===== src/rtl/cfd_flags.sv =====
// Package of constants and the arithmetic flag calculator.
// Operation
// - add, add with carry, borrow subtract update carry, signed wrap, nibble.
// - byte writes to the status word at 208, or bit writes at 208-215, change flags.
// - interrupt: finish, push program counter, vector within 38 to 81 periods.
// - bank register operand picks one of eight in current bank.
// - direct address 0-127 is RAM, 128-255 is special register space.
// - indirect operand reaches RAM 0-255 through pointer register 0 or 1.
// - decimal adjust, rotates through carry, bit ops, compare-jump change carry.
// - relative branch adds signed byte to next instruction address.
// - 11-bit target replaces low bits within the same 2K page.
package cfd_pkg;
  localparam logic [7:0] STAT_ADDR     = 8'hd0;
  localparam logic [7:0] STAT_BIT_BASE = 8'hd0;
  localparam logic [7:0] SPEC_BASE     = 8'h80;
  localparam logic [7:0] STAT_RST      = 8'h00;
  localparam int         C_POS         = 7;
  localparam int         NIB_POS       = 6;
  localparam int         RS_LO         = 3;
  localparam int         WRAP_POS      = 2;
  localparam int         OSC_PERIOD_NS = 10;
  localparam int         CLK_PERIOD_NS = 10;
  localparam int         LAT_MIN_OSC  = 38;
  localparam int         LAT_MAX_OSC  = 81;
  localparam int         LAT_MIN_CYC  =
    (LAT_MIN_OSC * OSC_PERIOD_NS + CLK_PERIOD_NS - 1) / CLK_PERIOD_NS;
  localparam int         LAT_MAX_CYC  =
    (LAT_MAX_OSC * OSC_PERIOD_NS) / CLK_PERIOD_NS;
  localparam int         PUSH_CYC     = 2;
  localparam logic [7:0] LAT_CNT_RST  = 8'h00;
  localparam logic [15:0] PC_RST      = 16'h0000;

  typedef enum logic [4:0] {
    OP_NOP  = 5'h00, OP_ADD  = 5'h01, OP_ADCY = 5'h02, OP_SBBR = 5'h03,
    OP_PROD = 5'h04, OP_QUOT = 5'h05, OP_BCDA = 5'h06, OP_RORC = 5'h07,
    OP_ROLC = 5'h08, OP_SETC = 5'h09, OP_CLRC = 5'h0a, OP_CPLC = 5'h0b,
    OP_ANLC = 5'h0c, OP_ORLC = 5'h0d, OP_ANLN = 5'h0e, OP_ORLN = 5'h0f,
    OP_MOVC = 5'h10, OP_CMPJ = 5'h11, OP_LOGIC = 5'h12
  } cfd_op_t;

  typedef enum logic [1:0] {
    MODE_BANK = 2'b00, MODE_DIRECT = 2'b01, MODE_INDIRECT = 2'b10
  } cfd_mode_t;

  typedef enum logic [1:0] {
    IRQ_IDLE = 2'b00, IRQ_WAIT = 2'b01, IRQ_PUSH = 2'b10, IRQ_VEC = 2'b11
  } cfd_irq_t;
endpackage : cfd_pkg

`timescale 1ns/10ps
`default_nettype none
module cfd_flags (
  input  wire logic         [4:0] op_i,   // Instruction class.
  input  wire logic         [7:0] a_i,    // Accumulator operand.
  input  wire logic         [7:0] b_i,    // Second operand.
  input  wire logic               c_i,    // Current carry.
  input  wire logic               nib_i,  // Current nibble carry.
  input  wire logic               bit_i,  // Addressed bit value.
  output logic              [7:0] lo_o,   // Result low byte.
  output logic              [7:0] hi_o,   // Result high byte.
  output logic                    c_o,    // New carry.
  output logic                    wrap_o, // New signed wrap.
  output logic                    nib_o,  // New nibble carry.
  output logic              [2:0] upd_o   // Update mask {c, ov, ac}.
);
  logic [8:0]  s9;
  logic [4:0]  n5;
  logic [15:0] p16;
  logic [8:0]  da9;
  logic        cin;

  always_comb begin
    cin  = (op_i == cfd_pkg::OP_ADD) ? 1'b0 : c_i;
    lo_o = a_i;
    hi_o = b_i;
    c_o  = c_i;
    wrap_o = 1'b0;
    nib_o  = nib_i;
    upd_o = 3'b000;
    s9  = 9'h000;
    n5  = 5'h00;
    p16 = 16'h0000;
    da9 = {1'b0, a_i};
    case (op_i)
      cfd_pkg::OP_ADD, cfd_pkg::OP_ADCY: begin
        s9   = {1'b0, a_i} + {1'b0, b_i} + {8'h00, cin};
        n5   = {1'b0, a_i[3:0]} + {1'b0, b_i[3:0]} + {4'h0, cin};
        lo_o = s9[7:0];
        c_o  = s9[8];
        nib_o  = n5[4];
        wrap_o = (a_i[7] == b_i[7]) && (s9[7] != a_i[7]);
        upd_o = 3'b111;
      end
      cfd_pkg::OP_SBBR: begin
        s9   = {1'b0, a_i} - {1'b0, b_i} - {8'h00, c_i};
        n5   = {1'b0, a_i[3:0]} - {1'b0, b_i[3:0]} - {4'h0, c_i};
        lo_o = s9[7:0];
        c_o  = s9[8];
        nib_o  = n5[4];
        wrap_o = (a_i[7] != b_i[7]) && (s9[7] != a_i[7]);
        upd_o = 3'b111;
      end
      cfd_pkg::OP_PROD: begin
        p16  = {8'h00, a_i} * {8'h00, b_i};
        lo_o = p16[7:0];
        hi_o = p16[15:8];
        c_o  = 1'b0;
        wrap_o = (p16[15:8] != 8'h00);
        upd_o = 3'b110;
      end
      // quotient clears carry; divide by zero sets signed wrap.
      cfd_pkg::OP_QUOT: begin
        c_o  = 1'b0;
        wrap_o = (b_i == 8'h00);
        if (b_i != 8'h00) begin
          lo_o = a_i / b_i;
          hi_o = a_i % b_i;
        end
        upd_o = 3'b110;
      end
      cfd_pkg::OP_BCDA: begin
        if (nib_i || (a_i[3:0] > 4'h9)) begin
          da9 = da9 + 9'h006;
        end
        if (c_i || da9[8] || (da9[7:4] > 4'h9)) begin
          da9 = da9 + 9'h060;
        end
        lo_o = da9[7:0];
        c_o  = c_i | da9[8];
        upd_o = 3'b100;
      end
      // rotates and bit operations on carry.
      cfd_pkg::OP_RORC: begin
        lo_o = {c_i, a_i[7:1]};
        c_o  = a_i[0];
        upd_o = 3'b100;
      end
      cfd_pkg::OP_ROLC: begin
        lo_o = {a_i[6:0], c_i};
        c_o  = a_i[7];
        upd_o = 3'b100;
      end
      cfd_pkg::OP_SETC: begin c_o = 1'b1; upd_o = 3'b100; end
      cfd_pkg::OP_CLRC: begin c_o = 1'b0; upd_o = 3'b100; end
      cfd_pkg::OP_CPLC: begin c_o = ~c_i; upd_o = 3'b100; end
      cfd_pkg::OP_ANLC: begin c_o = c_i & bit_i; upd_o = 3'b100; end
      cfd_pkg::OP_ORLC: begin c_o = c_i | bit_i; upd_o = 3'b100; end
      cfd_pkg::OP_ANLN: begin c_o = c_i & ~bit_i; upd_o = 3'b100; end
      cfd_pkg::OP_ORLN: begin c_o = c_i | ~bit_i; upd_o = 3'b100; end
      cfd_pkg::OP_MOVC: begin c_o = bit_i; upd_o = 3'b100; end
      cfd_pkg::OP_CMPJ: begin c_o = (a_i < b_i); upd_o = 3'b100; end
      default: upd_o = 3'b000;
    endcase
  end
endmodule : cfd_flags
`default_nettype wire


===== src/rtl/cfd_core.sv =====
// Flag update, status word, operand decode, branch and interrupt timing.
`timescale 1ns/10ps
`default_nettype none
module cfd_core (
  input  wire logic        clk_i,        // Core clock.
  input  wire logic        rst_n_i,      // Asynchronous reset, active low.
  input  wire logic  [7:0] reg_addr_i,   // Register byte address.
  input  wire logic  [7:0] reg_wdata_i,  // Register write data.
  input  wire logic        reg_we_i,     // Register write strobe.
  input  wire logic        reg_re_i,     // Register read strobe.
  output logic       [7:0] reg_rdata_o,  // Read data, one cycle later.
  input  wire logic  [7:0] bit_addr_i,   // Bit address for bit write.
  input  wire logic        bit_wdata_i,  // Bit write value.
  input  wire logic        bit_we_i,     // Bit write strobe.
  input  wire logic        ins_valid_i,  // Instruction issue strobe.
  input  wire logic  [4:0] ins_op_i,     // Instruction class.
  input  wire logic  [7:0] ins_a_i,      // Accumulator operand.
  input  wire logic  [7:0] ins_b_i,      // Second operand.
  input  wire logic        ins_bit_i,    // Addressed bit value.
  output logic       [7:0] res_lo_o,     // Result low byte.
  output logic       [7:0] res_hi_o,     // Result high byte.
  output logic       [7:0] stat_o,       // Status word.
  input  wire logic  [1:0] opd_mode_i,   // Operand addressing mode.
  input  wire logic  [7:0] opd_i,        // Operand field or address.
  input  wire logic  [7:0] ptr0_i,       // Pointer register zero contents.
  input  wire logic  [7:0] ptr1_i,       // Pointer register one contents.
  output logic       [7:0] opd_addr_o,   // Decoded internal address.
  output logic             opd_spec_o,   // Address is special register.
  input  wire logic [15:0] pc_next_i,    // First byte of next instruction.
  input  wire logic  [7:0] rel_i,        // Signed branch offset.
  input  wire logic [10:0] abs11_i,      // In-page branch target.
  output logic      [15:0] rel_tgt_o,    // Relative branch target.
  output logic      [15:0] abs_tgt_o,    // In-page branch target.
  input  wire logic        irq_i,        // Interrupt request pin.
  input  wire logic        ins_done_i,   // Current instruction finished.
  output logic             irq_push_o,   // Program counter push pulse.
  output logic       [7:0] push_data_o,  // Byte being pushed.
  output logic             irq_vec_o     // First service instruction pulse.
);
  logic [7:0]  stat_q;
  logic [7:0]  rdata_q;
  logic [7:0]  lo_d, hi_d;
  logic        c_d, wrap_d, nib_d;
  logic [2:0]  upd;
  logic [2:0]  irq_sync_q;
  logic        irq_lvl_q;
  logic [7:0]  lat_q;
  logic [0:0]  push_q;
  logic [15:0] pc_q;
  cfd_pkg::cfd_irq_t irq_st_q;

  cfd_flags u_flags (
    .op_i  (ins_op_i),
    .a_i   (ins_a_i),
    .b_i   (ins_b_i),
    .c_i   (stat_q[cfd_pkg::C_POS]),
    .nib_i (stat_q[cfd_pkg::NIB_POS]),
    .bit_i (ins_bit_i),
    .lo_o  (lo_d),
    .hi_o  (hi_d),
    .c_o   (c_d),
    .wrap_o(wrap_d),
    .nib_o (nib_d),
    .upd_o (upd)
  );

  // Status word: software writes first, instruction flag results win.
  always_ff @(posedge clk_i or negedge rst_n_i) begin
    if (!rst_n_i) begin
      stat_q <= cfd_pkg::STAT_RST;
    end else begin
      if (reg_we_i && (reg_addr_i == cfd_pkg::STAT_ADDR)) begin
        stat_q <= reg_wdata_i;
      end else if (bit_we_i &&
                   (bit_addr_i[7:3] == cfd_pkg::STAT_BIT_BASE[7:3])) begin
        stat_q[bit_addr_i[2:0]] <= bit_wdata_i;
      end
      if (ins_valid_i) begin
        if (upd[2]) begin
          stat_q[cfd_pkg::C_POS] <= c_d;
        end
        if (upd[1]) begin
          stat_q[cfd_pkg::WRAP_POS] <= wrap_d;
        end
        if (upd[0]) begin
          stat_q[cfd_pkg::NIB_POS] <= nib_d;
        end
      end
    end
  end

  always_ff @(posedge clk_i or negedge rst_n_i) begin
    if (!rst_n_i) begin
      res_lo_o <= 8'h00;
      res_hi_o <= 8'h00;
    end else if (ins_valid_i) begin
      res_lo_o <= lo_d;
      res_hi_o <= hi_d;
    end
  end

  always_ff @(posedge clk_i or negedge rst_n_i) begin
    if (!rst_n_i) begin
      rdata_q <= 8'h00;
    end else if (reg_re_i) begin
      rdata_q <= (reg_addr_i == cfd_pkg::STAT_ADDR) ? stat_q : 8'h00;
    end else begin
      rdata_q <= 8'h00;
    end
  end
  assign reg_rdata_o = rdata_q;
  assign stat_o      = stat_q;

  // Operand decode, registered.
  always_ff @(posedge clk_i or negedge rst_n_i) begin
    if (!rst_n_i) begin
      opd_addr_o <= 8'h00;
      opd_spec_o <= 1'b0;
    end else begin
      case (opd_mode_i)
        cfd_pkg::MODE_BANK: begin
          opd_addr_o <= {3'b000, stat_q[cfd_pkg::RS_LO +: 2], opd_i[2:0]};
          opd_spec_o <= 1'b0;
        end
        cfd_pkg::MODE_DIRECT: begin
          opd_addr_o <= opd_i;
          opd_spec_o <= (opd_i >= cfd_pkg::SPEC_BASE);
        end
        cfd_pkg::MODE_INDIRECT: begin
          opd_addr_o <= opd_i[0] ? ptr1_i : ptr0_i;
          opd_spec_o <= 1'b0;
        end
        default: begin
          opd_addr_o <= 8'h00;
          opd_spec_o <= 1'b0;
        end
      endcase
    end
  end

  always_ff @(posedge clk_i or negedge rst_n_i) begin
    if (!rst_n_i) begin
      rel_tgt_o <= 16'h0000;
      abs_tgt_o <= 16'h0000;
    end else begin
      rel_tgt_o <= pc_next_i + {{8{rel_i[7]}}, rel_i};
      abs_tgt_o <= {pc_next_i[15:11], abs11_i};
    end
  end

  // Pin synchroniser; level accepted when second and third stages agree.
  always_ff @(posedge clk_i or negedge rst_n_i) begin
    if (!rst_n_i) begin
      irq_sync_q <= 3'b000;
      irq_lvl_q  <= 1'b0;
    end else begin
      irq_sync_q <= {irq_sync_q[1:0], irq_i};
      if (irq_sync_q[1] == irq_sync_q[2]) begin
        irq_lvl_q <= irq_sync_q[2];
      end
    end
  end

  // response sequencer bounded by the latency window.
  always_ff @(posedge clk_i or negedge rst_n_i) begin
    if (!rst_n_i) begin
      irq_st_q <= cfd_pkg::IRQ_IDLE;
      lat_q    <= cfd_pkg::LAT_CNT_RST;
      push_q   <= 1'b0;
      pc_q     <= cfd_pkg::PC_RST;
    end else begin
      case (irq_st_q)
        cfd_pkg::IRQ_IDLE: begin
          lat_q  <= cfd_pkg::LAT_CNT_RST;
          push_q <= 1'b0;
          if (irq_lvl_q) begin
            irq_st_q <= cfd_pkg::IRQ_WAIT;
            lat_q    <= 8'h01;
          end
        end
        cfd_pkg::IRQ_WAIT: begin
          lat_q <= lat_q + 8'h01;
          if ((ins_done_i && (lat_q >= 8'(cfd_pkg::LAT_MIN_CYC -
                cfd_pkg::PUSH_CYC - 1))) ||
              (lat_q == 8'(cfd_pkg::LAT_MAX_CYC - cfd_pkg::PUSH_CYC - 1))) begin
            irq_st_q <= cfd_pkg::IRQ_PUSH;
            pc_q     <= pc_next_i;
          end
        end
        cfd_pkg::IRQ_PUSH: begin
          lat_q  <= lat_q + 8'h01;
          push_q <= ~push_q;
          if (push_q == 1'b1) begin
            irq_st_q <= cfd_pkg::IRQ_VEC;
          end
        end
        cfd_pkg::IRQ_VEC: begin
          irq_st_q <= irq_lvl_q ? cfd_pkg::IRQ_VEC : cfd_pkg::IRQ_IDLE;
          push_q   <= 1'b0;
        end
        default: irq_st_q <= cfd_pkg::IRQ_IDLE;
      endcase
    end
  end
  assign irq_push_o  = (irq_st_q == cfd_pkg::IRQ_PUSH);
  assign push_data_o = push_q ? pc_q[15:8] : pc_q[7:0];
  logic vec_seen_q;
  always_ff @(posedge clk_i or negedge rst_n_i) begin
    if (!rst_n_i) begin
      vec_seen_q <= 1'b0;
    end else begin
      vec_seen_q <= (irq_st_q == cfd_pkg::IRQ_VEC);
    end
  end
  assign irq_vec_o = (irq_st_q == cfd_pkg::IRQ_VEC) && !vec_seen_q;
endmodule : cfd_core
`default_nettype wire


===== config.mk =====
export PLATFORM = sky130hd
export DESIGN_NAME = cfd_core
export DESIGN_NICKNAME = d
export VERILOG_FILES = /design/src/rtl/cfd_flags.sv /design/src/rtl/cfd_core.sv
export SDC_FILE = /design/constraint.sdc
export NUM_CORES = 1
export LEC_CHECK = 0
export BUFFER_PORTS_ARGS = -buffer_cell sky130_fd_sc_hd__buf_2
export CORE_MARGIN = 1.5
export CORE_UTILIZATION = 23
export CTS_BUF_LIST = sky130_fd_sc_hd__clkbuf_8
export CTS_CLUSTER_DIAMETER = 120
export DETAILED_ROUTE_END_ITERATION = 12
export PLACE_DENSITY = 0.37
export SYNTH_ARGS = -nofsm -noshare
export SYNTH_HDL_FRONTEND = slang
export SYNTH_SLANG_ARGS = --single-unit

===== constraint.sdc =====
create_clock -name clk_i -period 3.91 [get_ports clk_i]
set_input_delay 0.5865 -clock clk_i [delete_from_list [all_inputs] [get_ports clk_i]]
set_output_delay 0.5865 -clock clk_i [all_outputs]
set_load 0.1 [all_outputs]

==> results.json <==
{
  "cpMaxStageDelayCell": "or3_4",
  "power_mw": 6.62,
  "r2r_start": "stat_o[7]",
  "p_per_area_nw_per_um2": 431,
  "final_hold_viol_count": 0,
  "hold_path.class": "in -> async",
  "clockBufferDepth": 2,
  "portBuffers": 198,
  "tns_ps": -66030,
  "die_w_um": 217,
  "synth_top_cells_by_count": "131 x ha_1, 113 x nor2_1, 110 x nand2_1",
  "fmax_mhz": 100,
  "setup_slack_ps": -6060,
  "end_kind": "flop",
  "finalWeightedCongestion": 0.846,
  "first_iter_violations": 559,
  "ff2ff_setup_slack_ps": 890,
  "fin_area_um2": 15300,
  "fin_crit_sh_pct": 255,
  "grt_pass1_wl_um": 63100,
  "core_um2": 45300,
  "fillCellCount": 4777,
  "async_reset_ff_share_pct": 100,
  "arrival_ps": 10270,
  "first_global_vias": 10862,
  "maxCapViolations": 0,
  "cts_tree": "yes",
  "synth-edff-count": 0,
  "violations": "negative setup slack",
  "firstDrtPassIters": 7,
  "path_class": "in -> reg",
  "crit_fanout": 5,
  "syn_inst": 1216,
  "cts_buffers": 9,
  "worstMarginPinSlew_ps": 919,
  "syn2layout_area_growth_pct": 45.5,
  "dp_cells": 2193,
  "synth.top_cell.area_share_pct": 24.9,
  "ios": 199,
  "clock_sinks": 105,
  "drt-vias-per-instance": 4.66,
  "fin_nets": 1940,
  "setup_viol": 17,
  "utilization_pct": 33.9,
  "track_usage_pct": 17.5,
  "rows": 78,
  "skew_ps": 15.5,
  "yosysMostFrequentCell": "ha_1",
  "relSlewSlack_pct": 38.1,
  "dp_hpwl_um": 32300,
  "syn_area_um2": 10500,
  "rsz0062_at_grt": "yes",
  "dieHeight_um": 217,
  "p_leak_nw": 7.42,
  "vias": 10505,
  "dieArea_um2": 47100,
  "grt_max_degree": 62,
  "place_area_um2": 14100,
  "diodes": 0,
  "cpPeakStageDelay_ps": 360,
  "clock_latency_ps": 410,
  "drc": 0,
  "r2r-end": "stat_o[2]",
  "synth_ff_type": "dfrtp_1",
  "antenna_found_initial": 0,
  "crit_top_cell": "o21a_1",
  "worstSetupStartpointType": "primary input",
  "htree_levels": 3,
  "post_drt_wl_per_cell_um": 18.3,
  "synth_warnings": 0,
  "cp.required_ps": 4210,
  "slew_violations": 0,
  "ys_seq_area_share_pct": 24.9,
  "period_minus_slack_ps": 9970,
  "start_util_pct": 23.3,
  "synth_top_area_cell": "dfrtp_1",
  "synth-seq-cells": 105,
  "ir_drop_mv": 0.374,
  "ys_types": 79,
  "r2r_cells": 14,
  "status": "complete, but fails checks",
  "grt-ovfl-total": 0,
  "synthesis.nets": 1505,
  "finalNonFillerCells": 2255,
  "whs_ps": 175,
  "cts_root_buf": "clkbuf_8",
  "synth.avg_cell_area_um2": 8.67,
  "dp_slack_ps": -6860,
  "antenna_left": 0,
  "drive_gt1_share_pct": 38.2,
  "cts.clk_slew.worst_paths_ps": 120,
  "synth_area_leaders": "dfrtp_1 25%, ha_1 16%, fa_1 8.0%",
  "routed_wl_um": 41400
}
==> power by group <==
part | total, mW | internal, mW | switching (mW)
clock | 0.749 | 0.316 | 0.432
combinational | 4.49 | 1.78 | 2.71
sequential | 1.38 | 1.25 | 0.129
==> kinds of logic (layout without fill, tap and decap cells) <==
family / count (synthesis) / count (layout) / synth area share [%]
mux: 50 / 50 / 5.09
simple gates: 394 / 394 / 18.2
xor+xnor: 60 / 60 / 4.98
flops: 105 / 105 / 24.9
compound gates: 280 / 281 / 17.7
buf+inv: 153 / 591 / 5.53
fa+ha+maj: 174 / 174 / 23.6
==> worst max-delay path: cells and delay by family <==
| family | cells | cell delay (ps) |
|---|---|---|
| compound gates | 23 | 4230 |
| simple gates | 10 | 2040 |
| fa+ha+maj | 7 | 1800 |
| mux | 3 | 940 |
| buf+inv | 6 | 650 |
==> registers in the layout, indices dropped and copies added, names as in the netlist, 2 cells and up <==
name	cells
res_hi_o	8
res_lo_o	8
opd_addr_o	8
reg_rdata_o	8
rel_tgt_o	16
irq_sync_q	3
stat_o	8
irq_st_q	2
abs_tgt_o	16
lat_q	8
pc_q	16
==> how the worst max path moves through the flow <==
stage	from	to	depth (start not counted)
finish	ins_b_i[6]	res_hi_o[3]	49
global route	ins_b_i[6]	res_hi_o[1]	49
CTS	ins_b_i[3]	res_hi_o[1]	49
detailed placement	ins_b_i[2]	res_hi_o[3]	46
global placement	ins_b_i[2]	res_hi_o[3]	47
floorplan	ins_b_i[2]	res_hi_o[0]	50
==> layer usage <==
| metal | up-vias | track usage (%) | wire length, um |
|---|---|---|---|
| met1 | 5051 | 23.3 | 19400 |
| met4 | 0 | 6.02 | 1000 |
| met5 | - | 0 | 0 |
| met3 | 43 | 1.57 | 1530 |
| li1 | 5163 | - | - |
| met2 | 248 | 29.7 | 19400 |
==> timing repair <==
item	in CTS	in global routing
setup endpoints to repair	17	17
setup buffers	42	9
cloned	1	0
hold buffers	0	0
gates resized for setup	108	39
pin swaps	76	55
==> cell usage in the layout (no fill, tap or decap), types with 11 or more instances in the layout <==
master and instances:
and3_1 12, xnor2_1 43, a211oi_1 11, or3_1 13, inv_1 100, xor2_1 13, mux2i_1 22, a21o_1 17
buf_4 243, a21oi_1 45, fa_1 41, buf_2 192, a31oi_1 12, nor2b_1 11, ha_1 115, nor2_1 106
nand2_1 104, o21a_1 17, ha_4 13, buf_6 17, o21ai_0 56, o211ai_1 11, nor3_1 31, nand3_1 19
mux2_2 23, dfrtp_1 105
==> area by class of cell <==
class	count	area (um^2)	share of cell area, %
multi-input combinational	959	8040	52.4
timing repair buffer	469	3310	21.6
sequential	105	2630	17.1
tap	600	751	4.89
inverter	107	410	2.67
clock buffer	10	138	0.897
clock inverter	5	62.6	0.408
(Power assumes the default switching activity.)
